### src/tls_consts.vh
// constants and register map of the trigger layer sequencer
`ifndef TLS_CONSTS_VH
`define TLS_CONSTS_VH

// register byte offsets
`define TLS_REG_CTRL 8'h00
`define TLS_REG_SRC 8'h04
`define TLS_REG_ARMCNT 8'h08
`define TLS_REG_SCANCNT 8'h0c
`define TLS_REG_MEASCNT 8'h10
`define TLS_REG_SCANTMR 8'h14
`define TLS_REG_MEASTMR 8'h18
`define TLS_REG_CMD 8'h1c
`define TLS_REG_STAT 8'h20

// event sources
`define TLS_SRC_IMM 3'h0
`define TLS_SRC_EXT 3'h1
`define TLS_SRC_MAN 3'h2
`define TLS_SRC_BUS 3'h3
`define TLS_SRC_DAISY 3'h4
`define TLS_SRC_TMR 3'h5
`define TLS_SRC_HOLD 3'h6

// source register fields
`define TLS_SRC_ARM_LSB 0
`define TLS_SRC_SCAN_LSB 4
`define TLS_SRC_MEAS_LSB 8

// command register bits (write one to fire), then the scan enable bit of the control register
`define TLS_CMD_START 0
`define TLS_CMD_BUSTRG 1
`define TLS_CMD_SIGNAL 2
`define TLS_CMD_IMMED 3
`define TLS_CMD_ABORT 4
`define TLS_CTRL_SCANEN 0

// counts: zero means infinite
`define TLS_CNT_W 17
`define TLS_CNT_MAX 17'h1_869f
`define TLS_CNT_INF 17'h0_0000
`define TLS_ARMCNT_RST 17'h0_0001

// timers in milliseconds, 1 ms .. 999,999,999 ms
`define TLS_TMR_W 30
`define TLS_TMR_MIN 30'h0000_0001
`define TLS_TMR_MAX 30'h3b9a_c9ff
`define TLS_CLK_HZ 10000000
`define TLS_MS_HZ 1000
`define TLS_MS_CYC (`TLS_CLK_HZ / `TLS_MS_HZ)
// last count of a millisecond divider
`define TLS_MS_LAST 16'h270f

// axi responses
`define TLS_RESP_OKAY 2'h0
`define TLS_RESP_SLVERR 2'h2

`endif

### src/tls_sync.v
// three-stage pin synchroniser with rising-edge pulse
`timescale 1ns/1ns
`default_nettype none
module tls_sync
(
    input wire aclk,
    input wire aresetn,
    input wire pin,
    output reg rise
);
reg s1_r;
reg s2_r;
reg s3_r;
reg lvl_r;

always @(posedge aclk)
begin
    if (!aresetn)
    begin
        s1_r <= 1'b0;
        s2_r <= 1'b0;
        s3_r <= 1'b0;
        lvl_r <= 1'b0;
        rise <= 1'b0;
    end
    else
    begin
        s1_r <= pin;
        s2_r <= s1_r;
        s3_r <= s2_r;
        // change counts only once the two later stages agree
        if (s2_r == s3_r)
        begin
            lvl_r <= s3_r;
            rise <= s3_r & ~lvl_r;
        end
        else
        begin
            rise <= 1'b0;
        end
    end
end
endmodule
`default_nettype wire

### src/tls_top.v
// trigger layer sequencer with axi4-lite register slave
`timescale 1ns/1ns
`default_nettype none
`include "tls_consts.vh"
module tls_top
(
    input wire aclk,
    input wire aresetn,
    input wire [7:0] s_axi_awaddr,
    input wire s_axi_awvalid,
    output reg s_axi_awready,
    input wire [31:0] s_axi_wdata,
    input wire [3:0] s_axi_wstrb,
    input wire s_axi_wvalid,
    output reg s_axi_wready,
    output reg [1:0] s_axi_bresp,
    output reg s_axi_bvalid,
    input wire s_axi_bready,
    input wire [7:0] s_axi_araddr,
    input wire s_axi_arvalid,
    output reg s_axi_arready,
    output reg [31:0] s_axi_rdata,
    output reg [1:0] s_axi_rresp,
    output reg s_axi_rvalid,
    input wire s_axi_rready,
    input wire ext_sync_in,
    input wire daisy_sync_in,
    input wire front_panel_fire_key,
    output reg arm_indicator,
    output reg take_reading,
    output reg chan_open,
    output reg next_function,
    output reg chan_close,
    output reg trigger_ignored
);

// *****************************
// states
// *****************************
localparam ST_IDLE = 3'd0;
localparam ST_ARM = 3'd1;
localparam ST_SCAN = 3'd2;
localparam ST_MEAS = 3'd3;
localparam ST_READ = 3'd4;
localparam ST_OPEN = 3'd5;
localparam ST_NFUN = 3'd6;
localparam ST_CLOSE = 3'd7;

// *****************************
// registers
// *****************************
reg scan_en_r;
reg [2:0] arm_src_r;
reg [2:0] scan_src_r;
reg [2:0] meas_src_r;
reg [`TLS_CNT_W-1:0] arm_cnt_r;
reg [`TLS_CNT_W-1:0] scan_cnt_r;
reg [`TLS_CNT_W-1:0] meas_cnt_r;
reg [`TLS_TMR_W-1:0] scan_tmr_r;
reg [`TLS_TMR_W-1:0] meas_tmr_r;
reg [2:0] st_r;
reg [`TLS_CNT_W-1:0] arm_done_r;
reg [`TLS_CNT_W-1:0] scan_done_r;
reg [`TLS_CNT_W-1:0] meas_done_r;
reg [15:0] scan_sub_r;
reg [15:0] meas_sub_r;
reg [`TLS_TMR_W-1:0] scan_ms_r;
reg [`TLS_TMR_W-1:0] meas_ms_r;
reg scan_first_r;
reg meas_first_r;
reg [15:0] ign_cnt_r;
reg [31:0] wdat_r;
reg [7:0] wadr_r;
reg have_aw_r;
reg have_w_r;
reg cmd_start;
reg cmd_bus;
reg cmd_sig;
reg cmd_imm;
reg cmd_abort;

wire ext_ev;
wire daisy_ev;
wire key_ev;

tls_sync u_ext
(
    .aclk(aclk),
    .aresetn(aresetn),
    .pin(ext_sync_in),
    .rise(ext_ev)
);
tls_sync u_daisy
(
    .aclk(aclk),
    .aresetn(aresetn),
    .pin(daisy_sync_in),
    .rise(daisy_ev)
);
tls_sync u_key
(
    .aclk(aclk),
    .aresetn(aresetn),
    .pin(front_panel_fire_key),
    .rise(key_ev)
);

// *****************************
// helpers
// *****************************
// event seen for a source; immediate is handled by each caller, timer only by the scan and measure callers
function src_event;
    input [2:0] src;
    input ext;
    input key;
    input bus;
    input daisy;
    input sig;
    begin
        case (src)
            `TLS_SRC_EXT: src_event = ext | sig;
            `TLS_SRC_MAN: src_event = key | sig;
            `TLS_SRC_BUS: src_event = bus | sig;
            `TLS_SRC_DAISY: src_event = daisy | sig;
            `TLS_SRC_HOLD: src_event = sig;
            default: src_event = sig;
        endcase
    end
endfunction

// count of zero means infinite, so last is never reached then
function cnt_last;
    input [`TLS_CNT_W-1:0] done;
    input [`TLS_CNT_W-1:0] limit;
    begin
        cnt_last = (limit != `TLS_CNT_INF) && (done + 1'b1 >= limit);
    end
endfunction

function [`TLS_CNT_W-1:0] clamp_cnt;
    input [31:0] d;
    begin
        if (d > {15'h0000, `TLS_CNT_MAX})
            clamp_cnt = `TLS_CNT_MAX;
        else
            clamp_cnt = d[`TLS_CNT_W-1:0];
    end
endfunction

function [`TLS_TMR_W-1:0] clamp_tmr;
    input [31:0] d;
    begin
        if (d < {2'b00, `TLS_TMR_MIN})
            clamp_tmr = `TLS_TMR_MIN;
        else if (d > {2'b00, `TLS_TMR_MAX})
            clamp_tmr = `TLS_TMR_MAX;
        else
            clamp_tmr = d[`TLS_TMR_W-1:0];
    end
endfunction

wire sig_any = cmd_sig | cmd_imm;
wire arm_go = (arm_src_r == `TLS_SRC_IMM) |
    src_event(arm_src_r, ext_ev, key_ev, cmd_bus, daisy_ev, sig_any);
wire scan_tmr_due = scan_first_r | (scan_ms_r == {`TLS_TMR_W{1'b0}});
wire meas_tmr_due = meas_first_r | (meas_ms_r == {`TLS_TMR_W{1'b0}});
wire scan_go = (scan_src_r == `TLS_SRC_IMM) |
    ((scan_src_r == `TLS_SRC_TMR) & (scan_tmr_due | sig_any)) |
    src_event(scan_src_r, ext_ev, key_ev, cmd_bus, daisy_ev, sig_any);
wire meas_go = (meas_src_r == `TLS_SRC_IMM) |
    ((meas_src_r == `TLS_SRC_TMR) & (meas_tmr_due | sig_any)) |
    src_event(meas_src_r, ext_ev, key_ev, cmd_bus, daisy_ev, sig_any);

// an ext or key pin event is flagged ignored only where the layer picked by cur_src (meas when idle) is immediate; daisy never is
wire [2:0] cur_src = (st_r == ST_SCAN) ? scan_src_r :
    (st_r == ST_ARM) ? arm_src_r : meas_src_r;
wire ignore_ev = (ext_ev | key_ev) & (cur_src == `TLS_SRC_IMM);

// *****************************
// axi4-lite write
// *****************************
always @(posedge aclk)
begin
    if (!aresetn)
    begin
        s_axi_awready <= 1'b1;
        s_axi_wready <= 1'b1;
        s_axi_bvalid <= 1'b0;
        s_axi_bresp <= `TLS_RESP_OKAY;
        have_aw_r <= 1'b0;
        have_w_r <= 1'b0;
        wadr_r <= 8'h00;
        wdat_r <= 32'h0000_0000;
        scan_en_r <= 1'b0;
        arm_src_r <= `TLS_SRC_IMM;
        scan_src_r <= `TLS_SRC_IMM;
        meas_src_r <= `TLS_SRC_IMM;
        arm_cnt_r <= `TLS_ARMCNT_RST;
        scan_cnt_r <= `TLS_CNT_INF;
        meas_cnt_r <= `TLS_CNT_INF;
        scan_tmr_r <= `TLS_TMR_MIN;
        meas_tmr_r <= `TLS_TMR_MIN;
        cmd_start <= 1'b0;
        cmd_bus <= 1'b0;
        cmd_sig <= 1'b0;
        cmd_imm <= 1'b0;
        cmd_abort <= 1'b0;
    end
    else
    begin
        cmd_start <= 1'b0;
        cmd_bus <= 1'b0;
        cmd_sig <= 1'b0;
        cmd_imm <= 1'b0;
        cmd_abort <= 1'b0;
        if (s_axi_awvalid && s_axi_awready)
        begin
            wadr_r <= s_axi_awaddr;
            have_aw_r <= 1'b1;
            s_axi_awready <= 1'b0;
        end
        if (s_axi_wvalid && s_axi_wready)
        begin
            wdat_r <= s_axi_wdata;
            have_w_r <= 1'b1;
            s_axi_wready <= 1'b0;
        end
        if (have_aw_r && have_w_r && !s_axi_bvalid)
        begin
            have_aw_r <= 1'b0;
            have_w_r <= 1'b0;
            s_axi_bvalid <= 1'b1;
            s_axi_bresp <= `TLS_RESP_OKAY;
            // byte strobes ignored: fields are written whole
            case (wadr_r)
                `TLS_REG_CTRL: scan_en_r <= wdat_r[`TLS_CTRL_SCANEN];
                `TLS_REG_SRC:
                begin
                    arm_src_r <= wdat_r[`TLS_SRC_ARM_LSB+:3];
                    scan_src_r <= wdat_r[`TLS_SRC_SCAN_LSB+:3];
                    meas_src_r <= wdat_r[`TLS_SRC_MEAS_LSB+:3];
                end
                `TLS_REG_ARMCNT: arm_cnt_r <= clamp_cnt(wdat_r);
                `TLS_REG_SCANCNT: scan_cnt_r <= clamp_cnt(wdat_r);
                `TLS_REG_MEASCNT: meas_cnt_r <= clamp_cnt(wdat_r);
                `TLS_REG_SCANTMR: scan_tmr_r <= clamp_tmr(wdat_r);
                `TLS_REG_MEASTMR: meas_tmr_r <= clamp_tmr(wdat_r);
                `TLS_REG_CMD:
                begin
                    cmd_start <= wdat_r[`TLS_CMD_START];
                    cmd_bus <= wdat_r[`TLS_CMD_BUSTRG];
                    cmd_sig <= wdat_r[`TLS_CMD_SIGNAL];
                    cmd_imm <= wdat_r[`TLS_CMD_IMMED];
                    cmd_abort <= wdat_r[`TLS_CMD_ABORT];
                end
                `TLS_REG_STAT: s_axi_bresp <= `TLS_RESP_OKAY;
                default: s_axi_bresp <= `TLS_RESP_SLVERR;
            endcase
        end
        if (s_axi_bvalid && s_axi_bready)
        begin
            s_axi_bvalid <= 1'b0;
            s_axi_awready <= 1'b1;
            s_axi_wready <= 1'b1;
        end
    end
end

// *****************************
// axi4-lite read
// *****************************
always @(posedge aclk)
begin
    if (!aresetn)
    begin
        s_axi_arready <= 1'b1;
        s_axi_rvalid <= 1'b0;
        s_axi_rdata <= 32'h0000_0000;
        s_axi_rresp <= `TLS_RESP_OKAY;
    end
    else if (s_axi_arvalid && s_axi_arready)
    begin
        s_axi_arready <= 1'b0;
        s_axi_rvalid <= 1'b1;
        s_axi_rresp <= `TLS_RESP_OKAY;
        case (s_axi_araddr)
            `TLS_REG_CTRL: s_axi_rdata <= {31'h0000_0000, scan_en_r};
            `TLS_REG_SRC: s_axi_rdata <= {21'h00_0000, meas_src_r, 1'b0,
                scan_src_r, 1'b0, arm_src_r};
            `TLS_REG_ARMCNT: s_axi_rdata <= {15'h0000, arm_cnt_r};
            `TLS_REG_SCANCNT: s_axi_rdata <= {15'h0000, scan_cnt_r};
            `TLS_REG_MEASCNT: s_axi_rdata <= {15'h0000, meas_cnt_r};
            `TLS_REG_SCANTMR: s_axi_rdata <= {2'b00, scan_tmr_r};
            `TLS_REG_MEASTMR: s_axi_rdata <= {2'b00, meas_tmr_r};
            `TLS_REG_CMD: s_axi_rdata <= 32'h0000_0000;
            `TLS_REG_STAT: s_axi_rdata <= {ign_cnt_r, 12'h000,
                arm_indicator, st_r};
            default:
            begin
                s_axi_rdata <= 32'h0000_0000;
                s_axi_rresp <= `TLS_RESP_SLVERR;
            end
        endcase
    end
    else if (s_axi_rvalid && s_axi_rready)
    begin
        s_axi_rvalid <= 1'b0;
        s_axi_arready <= 1'b1;
    end
end

// *****************************
// layer sequencer
// *****************************
always @(posedge aclk)
begin
    if (!aresetn)
    begin
        st_r <= ST_IDLE;
        arm_indicator <= 1'b0;
        arm_done_r <= `TLS_CNT_INF;
        scan_done_r <= `TLS_CNT_INF;
        meas_done_r <= `TLS_CNT_INF;
        scan_ms_r <= {`TLS_TMR_W{1'b0}};
        meas_ms_r <= {`TLS_TMR_W{1'b0}};
        scan_sub_r <= 16'h0000;
        meas_sub_r <= 16'h0000;
        scan_first_r <= 1'b1;
        meas_first_r <= 1'b1;
        take_reading <= 1'b0;
        chan_open <= 1'b0;
        next_function <= 1'b0;
        chan_close <= 1'b0;
        trigger_ignored <= 1'b0;
        ign_cnt_r <= 16'h0000;
    end
    else
    begin
        take_reading <= 1'b0;
        chan_open <= 1'b0;
        next_function <= 1'b0;
        chan_close <= 1'b0;
        trigger_ignored <= ignore_ev;
        if (ignore_ev)
            ign_cnt_r <= ign_cnt_r + 16'h0001;
        // interval timers run from the last pass through their layer
        // own divider per timer: a shared one would cut the first ms short
        if (scan_ms_r != {`TLS_TMR_W{1'b0}})
        begin
            scan_sub_r <= scan_sub_r - 16'h0001;
            if (scan_sub_r == 16'h0000)
            begin
                scan_sub_r <= `TLS_MS_LAST;
                scan_ms_r <= scan_ms_r - 1'b1;
            end
        end
        if (meas_ms_r != {`TLS_TMR_W{1'b0}})
        begin
            meas_sub_r <= meas_sub_r - 16'h0001;
            if (meas_sub_r == 16'h0000)
            begin
                meas_sub_r <= `TLS_MS_LAST;
                meas_ms_r <= meas_ms_r - 1'b1;
            end
        end
        if (cmd_abort)
        begin
            st_r <= ST_IDLE;
            arm_indicator <= 1'b0;
        end
        else
        begin
            case (st_r)
                ST_IDLE:
                    if (cmd_start || key_ev)
                    begin
                        st_r <= ST_ARM;
                        arm_indicator <= 1'b1;
                        arm_done_r <= `TLS_CNT_INF;
                        scan_first_r <= 1'b1;
                    end
                ST_ARM:
                    if (arm_go)
                    begin
                        st_r <= ST_SCAN;
                        scan_done_r <= `TLS_CNT_INF;
                        scan_first_r <= 1'b1;
                    end
                ST_SCAN:
                    if (scan_go)
                    begin
                        st_r <= ST_MEAS;
                        scan_first_r <= 1'b0;
                        scan_ms_r <= scan_tmr_r;
                        scan_sub_r <= `TLS_MS_LAST;
                        meas_done_r <= `TLS_CNT_INF;
                        meas_first_r <= 1'b1;
                    end
                ST_MEAS:
                    if (meas_go)
                    begin
                        st_r <= ST_READ;
                        meas_first_r <= 1'b0;
                        meas_ms_r <= meas_tmr_r;
                        meas_sub_r <= `TLS_MS_LAST;
                        take_reading <= 1'b1;
                    end
                ST_READ:
                    st_r <= scan_en_r ? ST_OPEN : ST_CLOSE;
                ST_OPEN:
                begin
                    chan_open <= 1'b1;
                    st_r <= ST_NFUN;
                end
                ST_NFUN:
                begin
                    next_function <= 1'b1;
                    st_r <= ST_CLOSE;
                end
                default:
                begin
                    chan_close <= scan_en_r;
                    // end of one device action: unwind the layer counts
                    if (!cnt_last(meas_done_r, meas_cnt_r))
                    begin
                        meas_done_r <= meas_done_r + 1'b1;
                        st_r <= ST_MEAS;
                    end
                    else if (!cnt_last(scan_done_r, scan_cnt_r))
                    begin
                        scan_done_r <= scan_done_r + 1'b1;
                        st_r <= ST_SCAN;
                    end
                    else if (!cnt_last(arm_done_r, arm_cnt_r))
                    begin
                        arm_done_r <= arm_done_r + 1'b1;
                        st_r <= ST_ARM;
                    end
                    else
                    begin
                        st_r <= ST_IDLE;
                        arm_indicator <= 1'b0;
                    end
                end
            endcase
        end
    end
end
endmodule
`default_nettype wire

### config.mk
export PLATFORM = sky130hd
export DESIGN_NAME = tls_top
export DESIGN_NICKNAME = d
export VERILOG_FILES = /design/src/tls_sync.v /design/src/tls_top.v
export VERILOG_INCLUDE_DIRS = /design/src
export SDC_FILE = /design/constraint.sdc
export NUM_CORES = 1
export LEC_CHECK = 0
export ABC_CLOCK_PERIOD_IN_PS = 5200
export BUFFER_PORTS_ARGS = -buffer_cell sky130_fd_sc_hd__buf_2
export CAP_MARGIN = 40
export CELL_PAD_IN_SITES_DETAIL_PLACEMENT = 0
export CELL_PAD_IN_SITES_GLOBAL_PLACEMENT = 2
export CORE_UTILIZATION = 30
export CTS_BUF_LIST = sky130_fd_sc_hd__clkbuf_16
export CTS_CLUSTER_SIZE = 12
export DETAILED_ROUTE_END_ITERATION = 8
export GPL_TIMING_DRIVEN = 0
export PLACE_DENSITY_LB_ADDON = 0.08
export SYNTH_ARGS = -nofsm -noshare
export SYNTH_HDL_FRONTEND = slang
export SYNTH_SLANG_ARGS = --single-unit
### constraint.sdc
create_clock -name aclk -period 5.2 [get_ports aclk]
set_clock_uncertainty 0.15 [all_clocks]
set_input_delay 1.04 -clock aclk [delete_from_list [all_inputs] [get_ports aclk]]
set_output_delay 1.04 -clock aclk [all_outputs]
set_load 0.005 [all_outputs]
== After elaboration in Yosys (flattened, before gate mapping) ==
Cells that the tools add are included.
Operators by class
  $add $sub $neg: 8
  multipliers: 0
  divide/modulo/power cells: 0
  $lt $le $gt $ge: 6
  equality and inequality tests: 46
  shift-type cells: 0
  mux-type cells: 70
  bitwise operators: 30
  reduce and logical (&&, ||, !) cells: 63
Operator list (count)
  two-way mux 30 bit: 12
  one-hot mux 32 bit (8 select lines): 1
  two-way mux 17 bit: 10
  two-way mux 16 bit: 10
  one-hot mux 17 bit (2 select lines): 3
  == test 8 x 5 -> 1 bit (second input constant): 8
  logical NOT 30 bit: 2
  nonzero test 30 bit: 2
  subtractor 30 x 1 -> 30 bit (second input constant): 2
  adder 17 x 1 -> 17 bit (second input constant): 3
  greater-or-equal comparator 17 bit: 3
  nonzero test 17 bit: 3
  == test 8 x 4 -> 1 bit (second input constant): 4
  greater-than comparator 32 x 17 -> 1 bit (second input constant): 1
  greater-than comparator 32 x 30 -> 1 bit (second input constant): 1
  logical NOT 16 bit: 2
  < comparator 32 x 1 -> 1 bit (second input constant): 1
  subtractor 16 x 1 -> 16 bit (second input constant): 2
  OR reduction 9 bit: 3
  == test 3 x 2 -> 1 bit (second input constant): 8
  == test 3 bit (second input constant): 8
  one-hot mux 3 bit (7 select lines): 1
  AND reduction 2 bit: 10
  two-way mux 3 bit: 6
  other kinds (29): 117
Storage, ports and cells
  register bits after elaboration: 394
  latch bits: 0
  memory bits (writable): 0
  memory bits (read-only): 0
  output and inout bits: 47
  word-level logic and storage cells: 281
  memories kept: 0

== Longest topological paths before layout ==
  depth after elaboration: 9
  mapped depth: 16
  gate-level depth less buffers: 14

== Cells and area by module ==
From an unflattened synthesis, not the netlist that was laid out.
Second synthesis, totals
  cell total of the unflattened synthesis: 2355
  area, all modules: 19019.5 um2
Modules (own cells, without submodules)
  tls_top: instances 1, cells an instance 2319, area each 18572.8 um2, sequential area each 7547.2 um2
  tls_sync: instances 3, cells an instance 12, area each 148.9 um2, sequential area each 100.1 um2

== Worst setup path before layout ==
Ideal clock, no wire load.
  path type: reg2reg
  start point: register scan_done_r[0]
  end point: register arm_done_r[12]
  library setup time: 0.072 ns
  arrival time: 3.883 ns
  data required time: 4.978 ns
  path slack: 1.096 ns
  stages on the path, launching flop included: 15
  path through: dfxtp_1 ha_1 nand3_1 nor4_1 and3_1 nand3_1 xnor2_1 ha_1 nand4_1 nor3_1 a221oi_1 a31oi_1 o2111ai_1 nor2_2 mux2i_1
On the way
  word-level cells in the longest chain between the ends: 5
Ends and longest elaborated chain
  from (decl): line tls_top.v:63  | reg [`TLS_CNT_W-1:0] scan_done_r;
  from (signal assigned): line tls_top.v:322  | scan_done_r <= `TLS_CNT_INF;
  from (signal assigned): line tls_top.v:386  | scan_done_r <= `TLS_CNT_INF;
  from (signal assigned): line tls_top.v:431  | scan_done_r <= scan_done_r + 1'b1;
  adder 17 x 1 -> 17 bit: line tls_top.v:136  | cnt_last = (limit != `TLS_CNT_INF) && (done + 1'b1 >= limit);
  greater-or-equal comparator 17 bit: line tls_top.v:136
  logical AND 1 bit: line tls_top.v:136
  nonzero test 2 bit (no line)
  AND reduction 6 bit (no line)
  to (signal assigned): line tls_top.v:321  | arm_done_r <= `TLS_CNT_INF;
  to (signal assigned): line tls_top.v:379  | arm_done_r <= `TLS_CNT_INF;
  to (signal assigned): line tls_top.v:436  | arm_done_r <= arm_done_r + 1'b1;
  to (decl): line tls_top.v:62  | reg [`TLS_CNT_W-1:0] arm_done_r;
Every way passes these cells.
A chain may end at the register's enable or synchronous reset.

== Final worst setup path ==
  start point: register arm_done_r[0]
  end point: register arm_done_r[3]
On the way
  word-level cells in the longest chain between the ends: 5
  elaborated cells between the ends (all ways): 9
Ends and longest elaborated chain (line)
  adder 17 x 1 -> 17 bit (*): tls_top.v:136, tls_top.v:436
  greater-or-equal comparator 17 bit or two-way mux 17 bit (tied branches): tls_top.v:136, tls_top.v:434
  logical AND 1 bit or two-way mux 17 bit (tied branches): tls_top.v:136, tls_top.v:429
  inequality test 2 x 1 -> 1 bit (no line) or two-way mux 17 bit (tied branches)
  AND reduction 6 bit (no line) or one-hot mux 17 bit (2 select lines) (tied branches)
Mark *: on every way between the ends. The rest lies on a longest branch, timed or not. The select of a mux whose other input is x is not followed.

==> flow_metrics.tcl <==
set metrics [dict create \
    status "finished, final reports clean" \
    cts_tree "built" \
    syn2layout_area_growth_pct 17.9 \
    p_total_uw 10500 \
    diodes 0 \
    clockBufferDepth 3 \
    fillers 6735 \
    hold_buffers 0 \
    first_pass_iters 8 \
    drt-total-wl_mm 79.6 \
    fin_nets 2702 \
    syn_area_sq_um 19300 \
    drc_errors 0 \
    grt_pass1_wl_mm 118 \
    synthTopCellsByCount "dfxtp_1 (392), nand2_1 (322), a21oi_1 (252), nor2_1 (217), clkbuf_1 (140)" \
    grt_overflow_total 0 \
    cp.required_ns 5.57 \
    power.density_nw_per_um2 460 \
    ctsRootBufferMaster "clkbuf_16" \
    clk-insertion-delay-late_ns 0.60 \
    fin_cells 3463 \
    cpLargestDelayFamily "simple AND/OR/NAND/NOR gates" \
    dieArea_sq_um 65200 \
    antenna_found_initial 3 \
    path_buf_inv 2 \
    dp_cells 3373 \
    max_stage_delay_ns 0.57 \
    ys.flop_type "dfxtp_1" \
    crit_slowest_cell "or4_1" \
    io_buffers 100 \
    critical_path_arrival_ns 5.20 \
    async_reset_ff_share_pct 0 \
    drtIter0Drc 1513 \
    max_freq_ghz 0.207 \
    hp-class "reg2reg" \
    synth_edf_count 0 \
    worstSetupEndpointType "flop" \
    dpl.hpwl_mm 61.8 \
    numCtsBuffers 48 \
    via_per_inst 5.33 \
    crit_chain "ha_1 -> nand3_1 -> or4_1 -> clkbuf_1 -> nor2_1 -> xor2_1 -> ha_1 -> and3_1 -> a221o_1 -> a221o_1 -> nand2_1 -> o21ai_0 -> nand4b_1 -> clkbuf_2 -> o22ai_1" \
    cts_sinks 392 \
    multiInputGateArea_sq_um 10500 \
    slew_headroom_pct 36.3 \
    yosys.area.top_type "dfxtp_1" \
    synth_area_leaders "dfxtp_1 (41%), a21oi_1 (6.5%), nand2_1 (6.3%)" \
    period_minus_slack_ns 4.84 \
    vdd_drop_max_uv 336 \
    path_max_fanout 10 \
    grt_setup_unrepaired "no" \
    period_share_pct 93.0 \
    place.gp.congestion 0.872 \
    ios 109 \
    synth_top_area_share_pct 40.7 \
    yosysWarnings 0 \
    first_global_vias 17740 \
    worstSetupPathType "reg2reg" \
    core-area_sq_um 63300 \
    tightest_slew_ns 0.946 \
    yosysMostFrequentCell "dfxtp_1" \
    via_count 18470 \
    drive_above_1_share_pct 10.0 \
    die_w_um 255 \
    tns_ns 0 \
    start_kind "flop" \
    path_clk_slew_ns 0.06 \
    p_leak_uw 0.00818 \
    drv_slew 0 \
    synth_cells 2401 \
    grt_start_max_net_pins 13 \
    start_util_pct 30.4 \
    h-tree-depth 2 \
    rows 92 \
    finalHoldViolations 0 \
    drtAntennaViolNets 0 \
    postSynthAreaPerCell_sq_um 8.02 \
    synth_seq_cells 392 \
    post_drt_wl_per_cell_um 23.0 \
    grtUsageTotal_pct 24.0 \
    maxCapViolations 0 \
    fp.dieH_um 255 \
    finalSetupViolCount 0 \
    synth_cell_types 82 \
    regArea_sq_um 7850 \
    fin_hold_ws_ns 0.288 \
    yosysSeqAreaShare_pct 40.7 \
]
-- per-layer routing --
layer	track usage [%]	wire (um)	up-vias
met1	35.1	38900	8910
li1	-	-	8936
met5	0	0	-
met3	3.34	4400	99
met4	7.31	2120	0
met2	36.1	34200	525
-- cells by family after synthesis --
| group | count (synthesis) | share of synthesized area (%) |
|---|---|---|
| buffers and inverters | 244 | 4.92 |
| muxes | 17 | 0.890 |
| DFF | 392 | 40.7 |
| other | 1 | 0.0195 |
| and+or+nand+nor | 936 | 23.4 |
| adders and majority gates | 63 | 4.09 |
| xor gates and xnor gates | 131 | 5.96 |
| AOI/OAI and AO/OA | 617 | 19.9 |
-- state kept, by name, indices dropped and copies added (netlist names), 3 cells and up --
register / cells
scan_ms_r: 30
scan_cnt_r: 17
arm_src_r: 3
meas_src_r: 3
meas_done_r: 17
wadr_r: 8
arm_cnt_r: 17
s_axi_rdata: 32
meas_sub_r: 16
meas_tmr_r: 30
ign_cnt_r: 16
scan_tmr_r: 30
scan_done_r: 17
meas_cnt_r: 17
scan_sub_r: 16
arm_done_r: 17
wdat_r: 32
meas_ms_r: 30
scan_src_r: 3
st_r: 3
-- final timing paths --
path	slack, ns	from	endpoint	cells after the start
max	0.36	arm_done_r[0]$_SDFFE_PN0P_	arm_done_r[3]$_SDFFE_PN0P_	15
min	0.29	u_daisy.s1_r$_SDFF_PN0_	u_daisy.s2_r$_SDFF_PN0_	1
max reg2reg	0.36	arm_done_r[0]$_SDFFE_PN0P_	arm_done_r[3]$_SDFFE_PN0P_	15
min reg2reg	0.29	u_daisy.s1_r$_SDFF_PN0_	u_daisy.s2_r$_SDFF_PN0_	1
-- area by class of cell --
type | count | area share [%]
clock inverters | 41 | 1.63
clock buffers | 49 | 5.40
multi-input cells | 1766 | 46.2
inverters | 86 | 1.42
plain buffers | 157 | 2.75
repair buffers | 126 | 3.41
flip-flops and latches | 392 | 34.6
well taps | 846 | 4.66
-- stage by stage --
stage / utilization [%] / setup slack, ns / area (sq um)
after floorplan: - / 1.10 / 19300
after global placement: 32.9 / -0.487 / 20800
after detailed placement: 33.3 / -0.306 / 21100
after CTS: 35.8 / 0.0710 / 22700
after global routing: 35.9 / 0.0202 / 22700
final: 35.9 / 0.362 / 22700
-- report_power, final --
group | total [uW] | internal (uW) | switching, uW | leakage [uW]
combinational | 3450 | 1380 | 2070 | 0.00419
clock | 3490 | 2050 | 1440 | 0.000814
sequential | 3520 | 3280 | 233 | 0.00317
-- layout by cell type (no fill, tap or decap), types with 77 or more instances in the layout --
master and n:
clkbuf_1 136, nor3_1 83, o21ai_0 120, buf_2 108, inv_1 93, xnor2_1 77
dfxtp_1 392, nor2_1 217, a21oi_1 252, nand3_1 80, nand2_1 322
-- what timing repair did --
action | in CTS | in global routing
buffers inserted | 0 | 1
resized for setup | 2 | 6
setup endpoints to repair | 18 | 43
endpoints found under the hold margin | 0 | 0
No activity file was read; power rests on OpenSTA's default activity.
